File: config.mk
export PLATFORM = sky130hd
export DESIGN_NAME = async_mem_write_cycle_ctrl
export DESIGN_NICKNAME = d
export VERILOG_FILES = /design/src/shared/async_wr_pkg.sv /design/src/design/async_mem_write_cycle_ctrl.sv
export SDC_FILE = /design/constraint.sdc
export NUM_CORES = 1
export LEC_CHECK = 0
export ABC_AREA = 1
export ABC_CLOCK_PERIOD_IN_PS = 2660
export BUFFER_PORTS_ARGS = -buffer_cell sky130_fd_sc_hd__buf_2
export CAP_MARGIN = 20
export CELL_PAD_IN_SITES_DETAIL_PLACEMENT = 0
export CELL_PAD_IN_SITES_GLOBAL_PLACEMENT = 1
export CORE_MARGIN = 3
export CORE_UTILIZATION = 35
export DETAILED_ROUTE_END_ITERATION = 6
export PLACE_DENSITY_LB_ADDON = 0.1
export SYNTH_ARGS = -nofsm -noshare
export SYNTH_HDL_FRONTEND = slang
export SYNTH_SLANG_ARGS = --single-unit
File: constraint.sdc
create_clock -name clk -period 2.66 [get_ports clk]
set_clock_uncertainty 0.2 [all_clocks]
set_input_delay 0.133 -clock clk [delete_from_list [all_inputs] [get_ports clk]]
set_output_delay 0.133 -clock clk [all_outputs]
set_load 0.005 [all_outputs]
File: src/shared/async_wr_pkg.sv
// Shared constants and types for the asynchronous write-cycle sequencer
package async_wr_pkg;
  localparam int NUM_REGIONS = 4;
  localparam int FIRST_REGION = 2;
  localparam int SETUP_W = 4;
  localparam int STROBE_W = 6;
  localparam int HOLD_W = 3;
  localparam int TA_W = 2;
  // Field positions inside region_config
  localparam int CFG_SS_POS = 0;
  localparam int CFG_TA_LSB = 1;
  localparam int CFG_HOLD_LSB = 3;
  localparam int CFG_STROBE_LSB = 6;
  localparam int CFG_SETUP_LSB = 12;
  localparam int CFG_W = 16;
  localparam logic CFG_SS_ON = 1'h1;
  localparam logic [TA_W-1:0] TA_ZERO = 2'h0;
  localparam logic [TA_W-1:0] TA_AFTER_READ_MIN = 2'h1;
  localparam logic [1:0] REGION_RST = 2'h0;
  localparam logic [NUM_REGIONS-1:0] SEL_IDLE_N = 4'hF;
  localparam logic WE_IDLE_N = 1'h1;

  typedef enum logic [2:0] {
    ST_IDLE   = 3'b000,
    ST_TURN   = 3'b001,
    ST_SETUP  = 3'b010,
    ST_STROBE = 3'b011,
    ST_HOLD   = 3'b100
  } wr_state_t;
endpackage

File: src/design/async_mem_write_cycle_ctrl.sv
// Write-cycle sequencer for an asynchronous memory port, normal and select-strobe modes
// Functional notes
// - Strobe start: write strobe low, byte enables valid
// - Strobe end edge: strobe high, enables off
// - Active wait input stretches the strobe period
// - Hold end: address, bank, data become invalid
// - Select rises at hold end if no more cycles
// - Narrow bus: extra cycles until word done
// - Follow-on cycles go straight to setup
// - Pending request at word end: enter turnaround directly
// - Region strobe-select bit one selects select-strobe
// - Select-strobe: select asserted only during strobe
// - Turnaround count; none after write, configured count (at least one) after read
// - Recheck priority after turnaround, else abandon
// - Setup start: load counts, drive bus, select low unless select-strobe
`timescale 1ns/1ps
module async_mem_write_cycle_ctrl #(
  parameter int ADDR_W = 22,
  parameter int DATA_W = 16,
  parameter int BE_W = 2,
  parameter int CYC_W = 2
) (
  // Clock and reset
  input wire logic clk,
  input wire logic resetn,
  // Write request from the internal arbiter, held until accepted
  input wire logic req_valid,
  input wire logic req_top_prio,
  input wire logic [1:0] req_region,
  input wire logic [ADDR_W-1:0] req_addr,
  input wire logic [1:0] req_bank,
  input wire logic [DATA_W-1:0] req_data,
  input wire logic [BE_W-1:0] req_be_n,
  input wire logic [CYC_W-1:0] req_cycles,
  input wire logic prev_was_read,
  output logic req_accept,
  output logic word_done,
  output logic abandoned,
  output logic busy,
  // Next-beat data from the requester for split accesses
  input wire logic [DATA_W-1:0] next_data,
  input wire logic [BE_W-1:0] next_be_n,
  // Per-region configuration
  input wire logic [async_wr_pkg::NUM_REGIONS*async_wr_pkg::CFG_W-1:0] region_config,
  // External device pins
  input wire logic external_wait_in,
  output logic write_strobe_n,
  output logic [BE_W-1:0] byte_enable_n,
  output logic [async_wr_pkg::NUM_REGIONS-1:0] region_select_n,
  output logic [ADDR_W-1:0] addr_out,
  output logic [1:0] bank_addr_out,
  output logic [DATA_W-1:0] data_io_out,
  output logic data_io_oe_n
);
  initial begin
    if (async_wr_pkg::CFG_SETUP_LSB + async_wr_pkg::SETUP_W > async_wr_pkg::CFG_W)
      $error("region_config field layout too wide");
    if (CYC_W < 1 || ADDR_W < 1 || DATA_W < 8 || BE_W * 8 != DATA_W)
      $error("unsupported width parameters");
  end

  // Pin wait input synchroniser
  logic wait_s1_q, wait_s2_q;
  always_ff @(posedge clk or negedge resetn) begin
    if (!resetn) begin
      wait_s1_q <= 1'h0;
      wait_s2_q <= 1'h0;
    end else begin
      wait_s1_q <= external_wait_in;
      wait_s2_q <= wait_s1_q;
    end
  end

  // Field extraction for the requested region
  logic [async_wr_pkg::CFG_W-1:0] cfg_sel;
  logic cfg_ss;
  logic [async_wr_pkg::TA_W-1:0] cfg_ta;
  logic [async_wr_pkg::SETUP_W-1:0] cfg_setup;
  logic [async_wr_pkg::STROBE_W-1:0] cfg_strobe;
  logic [async_wr_pkg::HOLD_W-1:0] cfg_hold;
  always_comb begin
    cfg_sel = region_config[req_region*async_wr_pkg::CFG_W +: async_wr_pkg::CFG_W];
    cfg_ss = cfg_sel[async_wr_pkg::CFG_SS_POS];
    cfg_ta = cfg_sel[async_wr_pkg::CFG_TA_LSB +: async_wr_pkg::TA_W];
    cfg_setup = cfg_sel[async_wr_pkg::CFG_SETUP_LSB +: async_wr_pkg::SETUP_W];
    cfg_strobe = cfg_sel[async_wr_pkg::CFG_STROBE_LSB +: async_wr_pkg::STROBE_W];
    cfg_hold = cfg_sel[async_wr_pkg::CFG_HOLD_LSB +: async_wr_pkg::HOLD_W];
  end

  // Sequencer state
  async_wr_pkg::wr_state_t state_q, state_d;
  logic [async_wr_pkg::STROBE_W-1:0] cnt_q, cnt_d;
  logic [async_wr_pkg::SETUP_W-1:0] ld_setup_q, ld_setup_d;
  logic [async_wr_pkg::STROBE_W-1:0] ld_strobe_q, ld_strobe_d;
  logic [async_wr_pkg::HOLD_W-1:0] ld_hold_q, ld_hold_d;
  logic [CYC_W-1:0] left_q, left_d;
  logic [1:0] region_q, region_d;
  logic ss_q, ss_d;
  logic last_wr_q, last_wr_d;
  logic [ADDR_W-1:0] addr_q, addr_d;
  logic [1:0] bank_q, bank_d;
  logic [DATA_W-1:0] data_q, data_d;
  logic [BE_W-1:0] be_q, be_d;
  logic [BE_W-1:0] be_pin_q, be_pin_d;
  logic we_q, we_d;
  logic oe_n_q, oe_n_d;
  logic [async_wr_pkg::NUM_REGIONS-1:0] sel_q, sel_d;
  logic accept_c, done_c, abandon_c;
  logic [async_wr_pkg::NUM_REGIONS-1:0] onehot;
  logic [async_wr_pkg::TA_W-1:0] ta_eff;

  always_comb begin
    state_d = state_q;
    cnt_d = cnt_q;
    ld_setup_d = ld_setup_q;
    ld_strobe_d = ld_strobe_q;
    ld_hold_d = ld_hold_q;
    left_d = left_q;
    region_d = region_q;
    ss_d = ss_q;
    last_wr_d = last_wr_q;
    addr_d = addr_q;
    bank_d = bank_q;
    data_d = data_q;
    be_d = be_q;
    be_pin_d = be_pin_q;
    we_d = we_q;
    oe_n_d = oe_n_q;
    sel_d = sel_q;
    accept_c = 1'h0;
    done_c = 1'h0;
    abandon_c = 1'h0;
    onehot = '0;
    onehot[region_q] = 1'h1;
    ta_eff = cfg_ta;
    if (!prev_was_read && last_wr_q)
      ta_eff = async_wr_pkg::TA_ZERO;
    else if (prev_was_read && cfg_ta == async_wr_pkg::TA_ZERO)
      ta_eff = async_wr_pkg::TA_AFTER_READ_MIN;
    case (state_q)
      async_wr_pkg::ST_IDLE: begin
        we_d = async_wr_pkg::WE_IDLE_N;
        if (req_valid && req_top_prio) begin
          state_d = async_wr_pkg::ST_TURN;
          cnt_d = async_wr_pkg::STROBE_W'(ta_eff);
        end
      end
      async_wr_pkg::ST_TURN: begin
        if (cnt_q != '0) begin
          cnt_d = cnt_q - 1'h1;
        end else if (!(req_valid && req_top_prio)) begin
          state_d = async_wr_pkg::ST_IDLE;
          abandon_c = 1'h1;
        end else begin
          // Latch the whole request so the requester may move on
          accept_c = 1'h1;
          state_d = async_wr_pkg::ST_SETUP;
          ld_setup_d = cfg_setup;
          ld_strobe_d = cfg_strobe;
          ld_hold_d = cfg_hold;
          cnt_d = async_wr_pkg::STROBE_W'(cfg_setup);
          region_d = req_region;
          ss_d = (cfg_ss == async_wr_pkg::CFG_SS_ON);
          left_d = req_cycles;
          addr_d = req_addr;
          bank_d = req_bank;
          data_d = req_data;
          be_d = req_be_n;
          oe_n_d = 1'h0;
          sel_d = async_wr_pkg::SEL_IDLE_N;
          if (cfg_ss != async_wr_pkg::CFG_SS_ON) begin
            sel_d[req_region] = 1'h0;
          end
        end
      end
      async_wr_pkg::ST_SETUP: begin
        if (cnt_q != '0) begin
          cnt_d = cnt_q - 1'h1;
        end else begin
          state_d = async_wr_pkg::ST_STROBE;
          cnt_d = ld_strobe_q;
          we_d = 1'h0;
          be_pin_d = be_q;
          if (ss_q)
            sel_d = ~onehot;
        end
      end
      async_wr_pkg::ST_STROBE: begin
        if (cnt_q != '0) begin
          cnt_d = cnt_q - 1'h1;
        end else if (!wait_s2_q) begin
          state_d = async_wr_pkg::ST_HOLD;
          cnt_d = async_wr_pkg::STROBE_W'(ld_hold_q);
          we_d = 1'h1;
          be_pin_d = '1;
          if (ss_q)
            sel_d = async_wr_pkg::SEL_IDLE_N;
        end
      end
      async_wr_pkg::ST_HOLD: begin
        if (cnt_q != '0) begin
          cnt_d = cnt_q - 1'h1;
        end else if (left_q != '0) begin
          // More beats of the same word
          left_d = left_q - 1'h1;
          state_d = async_wr_pkg::ST_SETUP;
          cnt_d = async_wr_pkg::STROBE_W'(ld_setup_q);
          addr_d = addr_q + 1'h1;
          data_d = next_data;
          be_d = next_be_n;
        end else begin
          done_c = 1'h1;
          last_wr_d = 1'h1;
          oe_n_d = 1'h1;
          addr_d = '0;
          bank_d = '0;
          data_d = '0;
          sel_d = async_wr_pkg::SEL_IDLE_N;
          if (req_valid && req_top_prio) begin
            state_d = async_wr_pkg::ST_TURN;
            // This word was a write, so only a read reported since then costs cycles
            if (prev_was_read)
              cnt_d = async_wr_pkg::STROBE_W'(ta_eff);
            else
              cnt_d = '0;
          end else begin
            state_d = async_wr_pkg::ST_IDLE;
          end
        end
      end
      default: begin
        state_d = async_wr_pkg::ST_IDLE;
      end
    endcase
    if (prev_was_read)
      last_wr_d = 1'h0;
  end

  always_ff @(posedge clk or negedge resetn) begin
    if (!resetn) begin
      state_q <= async_wr_pkg::ST_IDLE;
      cnt_q <= '0;
      ld_setup_q <= '0;
      ld_strobe_q <= '0;
      ld_hold_q <= '0;
      left_q <= '0;
      region_q <= async_wr_pkg::REGION_RST;
      ss_q <= 1'h0;
      last_wr_q <= 1'h0;
      addr_q <= '0;
      bank_q <= '0;
      data_q <= '0;
      be_q <= '1;
      be_pin_q <= '1;
      we_q <= async_wr_pkg::WE_IDLE_N;
      oe_n_q <= 1'h1;
      sel_q <= async_wr_pkg::SEL_IDLE_N;
    end else begin
      state_q <= state_d;
      cnt_q <= cnt_d;
      ld_setup_q <= ld_setup_d;
      ld_strobe_q <= ld_strobe_d;
      ld_hold_q <= ld_hold_d;
      left_q <= left_d;
      region_q <= region_d;
      ss_q <= ss_d;
      last_wr_q <= last_wr_d;
      addr_q <= addr_d;
      bank_q <= bank_d;
      data_q <= data_d;
      be_q <= be_d;
      be_pin_q <= be_pin_d;
      we_q <= we_d;
      oe_n_q <= oe_n_d;
      sel_q <= sel_d;
    end
  end

  assign req_accept = accept_c;
  assign word_done = done_c;
  assign abandoned = abandon_c;
  assign busy = (state_q != async_wr_pkg::ST_IDLE);
  assign write_strobe_n = we_q;
  assign byte_enable_n = be_pin_q;
  assign region_select_n = sel_q;
  assign addr_out = addr_q;
  assign bank_addr_out = bank_q;
  assign data_io_out = data_q;
  assign data_io_oe_n = oe_n_q;
endmodule

# == Word-level counts from Yosys, hierarchy flattened ==
# Cells that the tools add are included.
# word_totals
inputBits,134
regBits,80
output_inout_bits,52
# op_classes
n_shift,1
n_eq_ne,20
muxes,87
n_addsub,3
magnitude_cmp,4
reduce_logical,27
bitwise,3
# op_table
operator,count
$mux W22,4
$mux W16,4
$shiftx A64 B7 Y16,1
$mux W6,9
$pmux W22 S2,1
$mux W2,20
$mux W4,10
$pmux W16 S2,1
$pmux W6 S5,1
$ne A2 B2 Y1 const B,13
$add A22 B1 Y22 const B,1
$mux W1,21
$mux W3,6
$pmux W2 S2,4
$pmux W4 S4,1
$pmux W3 S5,1
$reduce_and A5 Y1,3
$reduce_and A4 Y1,3
$reduce_and A10 Y1,1
$not A4 Y4,2
$reduce_bool A2 Y1,4
$eq A3 B2 Y1 const B,2
$lt A2 B3 Y1 const B,2
$ne A3 B3 Y1 const B,2
other kinds (20),28

# == Depth between registers and ports, before layout ==
# Gate-level depths: netlist of run 1.
# depth
depth_word,10
depth_mapped,13
ltp_nobuf,12

# == Least setup slack after synthesis of run 1 ==
# Ideal clock, no wire load.
# synth_path
path_type,register to register
start,reg cnt_q[0] (netlist name)
end,"reg sel_q, in the netlist region_select_n[1]"
stages_incl_launch_ff,12
setup_ns,0.072
path_slack_ns,0.794
t_required_ns,2.388
arrival_time_ns,1.593
path_buffers,1
path_cell_list,dfrtp_1 -> inv_1 -> ha_1 -> inv_1 -> nor2_2 -> nand3_1 -> buf_2 -> nand2_1 -> inv_1 -> nor2_1 -> nand3_2 -> o21ai_1
# synth_between
elab_chain_cells,3
word_cells_on_any_way,6
cone_classes,eq/ne: 4; reduce/logical: 2
# synth_rtl
element,line,rtl
from (decl),async_mem_write_cycle_ctrl.sv:92,"logic [async_wr_pkg::STROBE_W-1:0] cnt_q, cnt_d;"
from (signal assigned),async_mem_write_cycle_ctrl.sv:260,cnt_q <= cnt_d;
$reduce_bool A6 Y1 (*),-,
$ne A2 B2 Y1 (no source line),-,
$reduce_and A10 Y1 (no source line) (*),-,
to (signal assigned),async_mem_write_cycle_ctrl.sv:257,sel_q <= async_wr_pkg::SEL_IDLE_N;
to (signal assigned),async_mem_write_cycle_ctrl.sv:275,sel_q <= sel_d;
to (decl),async_mem_write_cycle_ctrl.sv:107,"logic [async_wr_pkg::NUM_REGIONS-1:0] sel_q, sel_d;"
# Every way passes the cells marked *; elsewhere a longest branch is shown, timed or not.
# A chain may end at the register's enable or synchronous reset.

# == Worst setup path in the final report of run 1 ==
# layout_path
start,reg cnt_q[0] (netlist name)
end,reg ld_strobe_q[4] (netlist name)
# layout_between
elab_chain_cells,3
# layout_rtl
element,line,rtl
$reduce_bool A6 Y1,async_mem_write_cycle_ctrl.sv:149,if (cnt_q != '0) begin
$not A1 Y1 (no source line),-,
$reduce_and A3 Y1 (no source line),-,
to (signal assigned),async_mem_write_cycle_ctrl.sv:262,ld_strobe_q <= ld_strobe_d;
to (decl),async_mem_write_cycle_ctrl.sv:94,"logic [async_wr_pkg::STROBE_W-1:0] ld_strobe_q, ld_strobe_d;"
# No other way between the ends.

==> results of run 1 <==
==> report_power, final <==
group          leakage (nW)  internal (W)  switching, W
Combinational          2.71       0.00138       0.00174
Sequential            0.975       0.00180      0.000520
Clock                 0.152      0.000785      0.000530
Total                  3.84       0.00396       0.00279
==> placed cells by master, fill, tap and decap left out, drive strengths merged <==
cell type and n:
a211oi 2, a21boi 1, a21oi 43, a22o 9, a22oi 6, a31oi 20
buf 204, bufinv 1, clkbuf 11, clkinv 2, clkinvlp 1, dfrtp 70
dfstp 10, dlygate4sd3 88, ha 3, inv 87, nand2 242, nand3 37
nand4 24, nor2 102, nor3 9, o211a 1, o211ai 5, o21a 1
o21ai 43, o21bai 2, o221ai 2, o22ai 3, o31ai 2, or2 1
xor2 2
==> Yosys cell counts <==
cell type | number | share of area
buf_4 | 6 | 0.0087
o21a_1 | 1 | 0.0014
nor3_2 | 1 | 0.0019
nor2_4 | 6 | 0.013
o211a_1 | 1 | 0.0019
o21ai_1 | 9 | 0.0087
o211ai_1 | 5 | 0.0072
xor2_1 | 2 | 0.0034
nand2_2 | 6 | 0.0072
inv_2 | 10 | 0.0072
nand2_4 | 2 | 0.0043
o221ai_1 | 2 | 0.0034
a22o_1 | 9 | 0.015
nand3_2 | 3 | 0.0058
a21oi_1 | 43 | 0.042
or2_2 | 1 | 0.0012
dfstp_2 | 10 | 0.051
nand2_1 | 234 | 0.17
nand3_4 | 1 | 0.0034
o21ai_0 | 34 | 0.033
o31ai_1 | 2 | 0.0029
a31oi_1 | 20 | 0.024
dfrtp_1 | 70 | 0.34
nor3_1 | 8 | 0.0077
a211oi_1 | 2 | 0.0029
a22oi_1 | 6 | 0.0087
clkbuf_1 | 1 | 0.00072
ha_1 | 3 | 0.0072
o22ai_1 | 3 | 0.0036
inv_4 | 1 | 0.0012
clkinv_2 | 1 | 0.00096
a21boi_0 | 1 | 0.0014
inv_1 | 74 | 0.054
nor2_2 | 5 | 0.0060
o21bai_1 | 2 | 0.0029
buf_6 | 2 | 0.0043
nand4_1 | 24 | 0.029
nand3_1 | 33 | 0.032
nor2_1 | 91 | 0.066
buf_2 | 19 | 0.018
==> final cells by class <==
class | instances | area (sq um)
Inverter | 86 | 330.3
Clock inverter | 5 | 63.81
Sequential cell | 80 | 2014
Multi-Input combinational cell | 560 | 2676
Fill cell | 1427 | 6660
Tap cell | 180 | 225.2
Clock buffer | 11 | 252.7
Timing Repair Buffer | 292 | 1981
==> flip-flops by register name, indices dropped and copies added, names as in the netlist, 3 cells and up <==
signal,count
region_select_n,4
state_q,3
data_io_out,16
cnt_q,6
addr_out,22
ld_strobe_q,6
ld_hold_q,3
ld_setup_q,4
==> stage by stage <==
stage / utilization / worst slack (ps) / hold slack [ps] / instance area (sq um) / total power, W
floorplan: - / 794.5 / -362.6 / 5184 / 0.004010
global route: 0.5311 / -2.626 / 57.65 / 7543 / 0.007334
finish: 0.5311 / 161.7 / 24.18 / 7543 / 0.006756
detailed placement: 0.4442 / 576.3 / -15.12 / 6309 / 0.005102
global placement: 0.4442 / 607.8 / -18.21 / 6309 / 0.005068
CTS: 0.5285 / 26.49 / 11.39 / 7506 / 0.006743
==> worst paths after layout <==
kind / start / end / slack (ps)
max: cnt_q[0]$_DFFE_PN0P_ / ld_strobe_q[4]$_DFFE_PN0P_ / 160
min: region_config[13] / ld_setup_q[1]$_DFFE_PN0P_ / 20
max reg2reg: cnt_q[0]$_DFFE_PN0P_ / ld_strobe_q[4]$_DFFE_PN0P_ / 160
min reg2reg: wait_s1_q$_DFF_PN0_ / wait_s2_q$_DFF_PN0_ / 150
max in group asynchronous: resetn / write_strobe_n$_DFFE_PN1P_ / 1430
min in group asynchronous: resetn / ld_setup_q[1]$_DFFE_PN0P_ / 140
==> worst register-to-register path, delay by kind of cell (launching register included) <==
family / cells / cell delay [ps]
AOI/OAI and AO/OA: 1 / 70
adders and majority gates: 1 / 170
buffers and inverters: 4 / 940
DFF: 1 / 390
and+or+nand+nor: 4 / 620
==> cell families after synthesis <==
group / after synthesis / synth area share
AOI/OAI and AO/OA: 140 / 0.1588
xor gates and xnor gates: 2 / 0.003380
adders and majority gates: 3 / 0.007242
buffers and inverters: 114 / 0.09510
DFF: 80 / 0.3886
and+or+nand+nor: 415 / 0.3469
==> what timing repair did <==
item                                    4_1_cts  5_1_grt
hold buffers                                 88        0
endpoints found under the setup margin        0       27
gates resized for setup                       0        4
endpoints found under the hold margin        99        0
setup buffers                                 0        4
==> layer usage <==
metal,vias up,GRT usage
li1,3023,-
met1,2746,0.3191
met2,203,0.3478
met3,21,0.03542
met4,0,0.06492
met5,-,0
==> impl_metrics.py, run 1 <==
metrics = {
    "status": {
        "status": "completed",
    },
    "min_path": {
        "holdPathStages": 5,
        "hold_class": "input pin to flop",
    },
    "sta": {
        "drv_slew": 0,
        "final-hold-violation-count": 0,
        "fin_crit_sh": 0.9392,
        "relSlewSlack": 0.6082,
        "fmax_mhz": 400.3,
        "fin_crit_ps": 2498,
        "finalSetupViolCount": 0,
        "setup_tns_ps": 0,
        "worstMarginPinSlew_ps": 587.7,
    },
    "cts": {
        "clkLatencyLatePin_ps": 340,
        "cts.sinks": 80,
        "clk_pin_slew_worst_paths_ps": 60,
        "cts_tree": "built",
        "cts_max_level": 3,
        "clockRootBuffer": "clkbuf_16",
        "clockBufferDepth": 2,
        "cts_buffers": 9,
    },
    "placement": {
        "finalWeightedCongestion": 0.8753,
        "placed_cells": 1106,
        "io_buffers": 185,
        "dpl.hpwl_mm": 13.13,
    },
    "floorplan": {
        "dieArea_sq_um": 16310,
        "die_h_um": 127.7,
        "core_area_sq_um": 14200,
        "core.rowCount": 43,
        "floorplan.initialDensity": 0.3650,
        "ioPinCount": 186,
        "fp.dieW_um": 127.7,
    },
    "synth": {
        "avgSynthCellArea_sq_um": 6.875,
        "ys_ff_latch": 80,
        "yosysWarnings": 0,
        "yosysUniqueCellTypes": 40,
        "yosysSeqAreaShare": 0.3886,
        "synth_cells": 754,
        "syn-cell-area_sq_um": 5184,
        "syn_nets": 891,
    },
    "critical_path": {
        "cpLargestDelayFamily": "buffers and inverters",
        "crit_buf_inv": 4,
        "cp_max_fo": 24,
        "required_ps": 2700,
        "arrival_ps": 2530,
        "crit_chain": "inv_1 -> ha_1 -> nand2_1 -> nor2_4 -> nand3_2 -> inv_4 -> nand4_1 -> dlygate4sd3_1 -> o21ai_0 -> inv_1",
        "startpoint_type": "flop",
        "worst_path_most_repeated_cell": "inv_1",
        "cp_slowest_cell": "dlygate4sd3_1",
        "max_stage_delay_ps": 590,
        "r2r_cells": 10,
        "crit_type": "flop to flop",
        "path_depth": 10,
        "crit_path_end_kind": "flop",
    },
    "detailed_routing": {
        "wl_met1_mm": 8.802,
        "vias": 5993,
        "wl_met3_um": 992,
        "drtPass1Iterations": 5,
        "vias_per_cell": 4.937,
        "top_layer_used": "met4",
        "drt_iter0_markers": 350,
        "wl_met2_mm": 7.926,
        "antenna_left": 0,
        "drc": 0,
        "avgRoutedWirePerCell_um": 14.82,
        "wirelength_mm": 17.99,
    },
    "grt": {
        "antenna_found_initial": 0,
        "track_usage": 0.2224,
        "grt_pass1_wl_mm": 29.35,
        "grt_overflow": 0,
        "grt_pass1_vias": 5926,
        "grt_max_degree": 44,
    },
    "power": {
        "p_per_area_nw_per_um2": 895.6,
        "peakVddDrop_uv": 432.8,
        "power_leakage_nw": 3.836,
    },
    "layout": {
        "fin_nets": 1166,
        "n_antenna_cell": 0,
        "drive_gt1_frac": 0.2582,
        "syn2layout_area_growth_pct": 45.52,
        "fin_cells": 1214,
    },
    "flow_run": {
        "maxCapViolCount": 0,
    },
}
(Power assumes the default switching activity.)
==> run 2: changes to the inputs <==
ABC_AREA = default   (was 1)
CORE_UTILIZATION = 37   (was 35)
REMOVE_ABC_BUFFERS = 1   (was default)
SLEW_MARGIN = 15   (was default)
==> run 2 against run 1 <==
Total power down 16%; critical path type unchanged; critical endpoint is now left_q[1]$_DFFE_PN0P_; sequential cell count did not move; utilization grew 2.7 points; setup slack worse by 49 ps; largest cell class unchanged.
==> impl_metrics.py, run 2 <==
metrics = {
    "synth": {
        "ys_ff_latch": 80,
        "synth_area_leaders": "dfrtp_1, mux4_2, dfstp_2",
        "yosysUniqueCellTypes": 77,
        "synth_edf_count": 0,
        "synth_top_area_cell": "dfrtp_1",
        "yosysSeqAreaShare": 0.4018,
        "synthFlopType": "dfrtp_1",
        "avgSynthCellArea_sq_um": 9.495,
        "yosys-top-cells-count": "dfrtp_1, nand2_1, a21oi_1",
        "synth_most_common_cell": "dfrtp_1",
        "synth.top_cell.area_share": 0.3494,
        "syn-cell-area_sq_um": 5014,
        "yosysWarnings": 0,
        "synth-async-reset-ratio": 1.000,
        "synth_cells": 528,
    },
    "floorplan": {
        "dieArea_sq_um": 14980,
        "floorplan.initialDensity": 0.3878,
        "die_h_um": 122.4,
        "core.rowCount": 41,
        "ioPinCount": 186,
        "core_area_sq_um": 12930,
        "fp.dieW_um": 122.4,
    },
    "critical_path": {
        "arrival_ps": 2570,
        "crit_path_end_kind": "flop",
        "startpoint_type": "flop",
        "crit_buf_inv": 1,
        "cp_slowest_cell": "or4b_4",
        "required_ps": 2690,
        "crit_chain": "inv_1 -> ha_1 -> or4b_4 -> o31ai_4 -> a31oi_4 -> nor3_4 -> mux2_4",
        "crit_type": "flop to flop",
        "cpLargestDelayFamily": "simple AND/OR/NAND/NOR gates",
        "max_stage_delay_ps": 520,
        "cp_max_fo": 5,
    },
    "power": {
        "peakVddDrop_uv": 386.8,
        "power_leakage_nw": 3.404,
        "p_per_area_nw_per_um2": 788.7,
    },
    "status": {
        "status": "completed",
    },
    "detailed_routing": {
        "vias_per_cell": 5.340,
        "antenna_left": 0,
        "wirelength_mm": 15.42,
        "drtPass1Iterations": 7,
        "vias": 5126,
        "avgRoutedWirePerCell_um": 16.07,
        "drc": 0,
        "drt_iter0_markers": 265,
    },
    "sta": {
        "rsz0062_at_grt": "no",
        "finalSetupViolCount": 0,
        "fin_crit_sh": 0.9577,
        "fin_crit_ps": 2548,
        "fmax_mhz": 392.5,
        "relSlewSlack": 0.5709,
        "whs_ps": 16.25,
        "final-hold-violation-count": 0,
        "worstMarginPinSlew_ps": 643.0,
        "setup_tns_ps": 0,
        "drv_slew": 0,
    },
    "placement": {
        "place_area_sq_um": 6291,
        "placed_cells": 881,
        "io_buffers": 185,
        "dpl.hpwl_mm": 11.38,
        "finalWeightedCongestion": 0.8487,
    },
    "grt": {
        "grt_pass1_vias": 5023,
        "antenna_found_initial": 0,
        "grt_pass1_wl_mm": 25.03,
        "track_usage": 0.2101,
        "grt_overflow": 0,
        "grt_max_degree": 42,
    },
    "layout": {
        "fin_cells": 960,
        "fin_area_sq_um": 7219,
        "layout_commonest_cell": "buf_2",
        "syn2layout_area_growth_pct": 44.00,
        "n_antenna_cell": 0,
        "final_cell_mix": "buf_2, dfrtp_1, dlygate4sd3_1",
        "fin_nets": 920,
        "drive_gt1_frac": 0.3718,
        "largest_reg_flops": 22,
        "nFillCells": 1218,
    },
    "cts": {
        "post_cts_buffers": 0,
        "clockBufferDepth": 2,
        "cts_buffers": 9,
        "clk_pin_slew_worst_paths_ps": 60,
        "cts_tree": "built",
        "cts_max_level": 3,
        "cts.sinks": 80,
        "clkLatencyLatePin_ps": 340,
        "clockRootBuffer": "clkbuf_16",
    },
    "min_path": {
        "hold_class": "input pin to flop",
    },
    "flow_run": {
        "maxCapViolCount": 0,
    },
}
run 2: layout make-up:
| type | instances | area, sq um | share of cell area |
|---|---|---|---|
| clock buffer | 13 | 260.3 | 0.03605 |
| clock inverter | 3 | 17.52 | 0.002426 |
| inverter | 16 | 60.06 | 0.008319 |
| multi-input combinational | 393 | 2818 | 0.3903 |
| sequential | 80 | 2014 | 0.2790 |
| tap | 172 | 215.2 | 0.02981 |
| timing repair buffer | 283 | 1834 | 0.2541 |
run 2: worst register-to-register path, stage by stage, from the launching register on:
cell	delay, ps
dfrtp_1	400
inv_1	70
ha_1	150
or4b_4	520
o31ai_4	290
a31oi_4	150
nor3_4	320
mux2_4	330
run 2: per-stage QoR:
stage,setup slack [ps],power [W],utilization
2_1_floorplan,-2235,0.003378,-
3_3_place_gp,73.45,0.004404,0.4866
3_5_place_dp,-5.148,0.004463,0.4866
4_1_cts,39.76,0.005747,0.5576
5_1_grt,17.05,0.006142,0.5585
6_report,112.4,0.005694,0.5585
run 2: cell families after synthesis:
group,count (synthesis),synth area share
multiplexers,44,0.1360
adder cells (fa/ha/maj),3,0.007488
buffers and inverters,55,0.04592
AO/OA/AOI/OAI,163,0.2144
flip-flops,80,0.4018
XOR/XNOR,1,0.001747
AND/OR/NAND/NOR,182,0.1927
run 2: metal layers:
metal | global-route usage | routed length, um
met1 | 0.2788 | 6766
met2 | 0.3439 | 7581
met3 | 0.05300 | 930
met4 | 0.05388 | 146
met5 | 0 | 0
run 2: worst paths after layout:
kind	from	end	slack, ps	cells past startpoint
min in group asynchronous	resetn	region_q[1]$_DFFE_PN0P_	120	2
setup reg to reg	cnt_q[1]$_DFFE_PN0P_	left_q[1]$_DFFE_PN0P_	110	7
hold reg to reg	wait_s1_q$_DFF_PN0_	wait_s2_q$_DFF_PN0_	160	0
hold / removal	req_addr[17]	addr_out[17]$_DFFE_PN0P_	20	4
max in group asynchronous	resetn	be_q[1]$_DFFE_PN1P_	1480	3
setup / recovery	cnt_q[1]$_DFFE_PN0P_	left_q[1]$_DFFE_PN0P_	110	7
run 2: timing repair:
item | CTS | global route
gates cloned | 0 | 0
endpoints found under the setup margin | 2 | 21
hold buffers | 63 | 0
hold endpoints to repair | 86 | 0
resized for setup | 2 | 4
run 2: power breakdown:
part	total [W]	switching (W)	internal, W
clock	0.00117	0.000490	0.000680
combinational	0.00237	0.00118	0.00119
sequential	0.00216	0.000425	0.00173
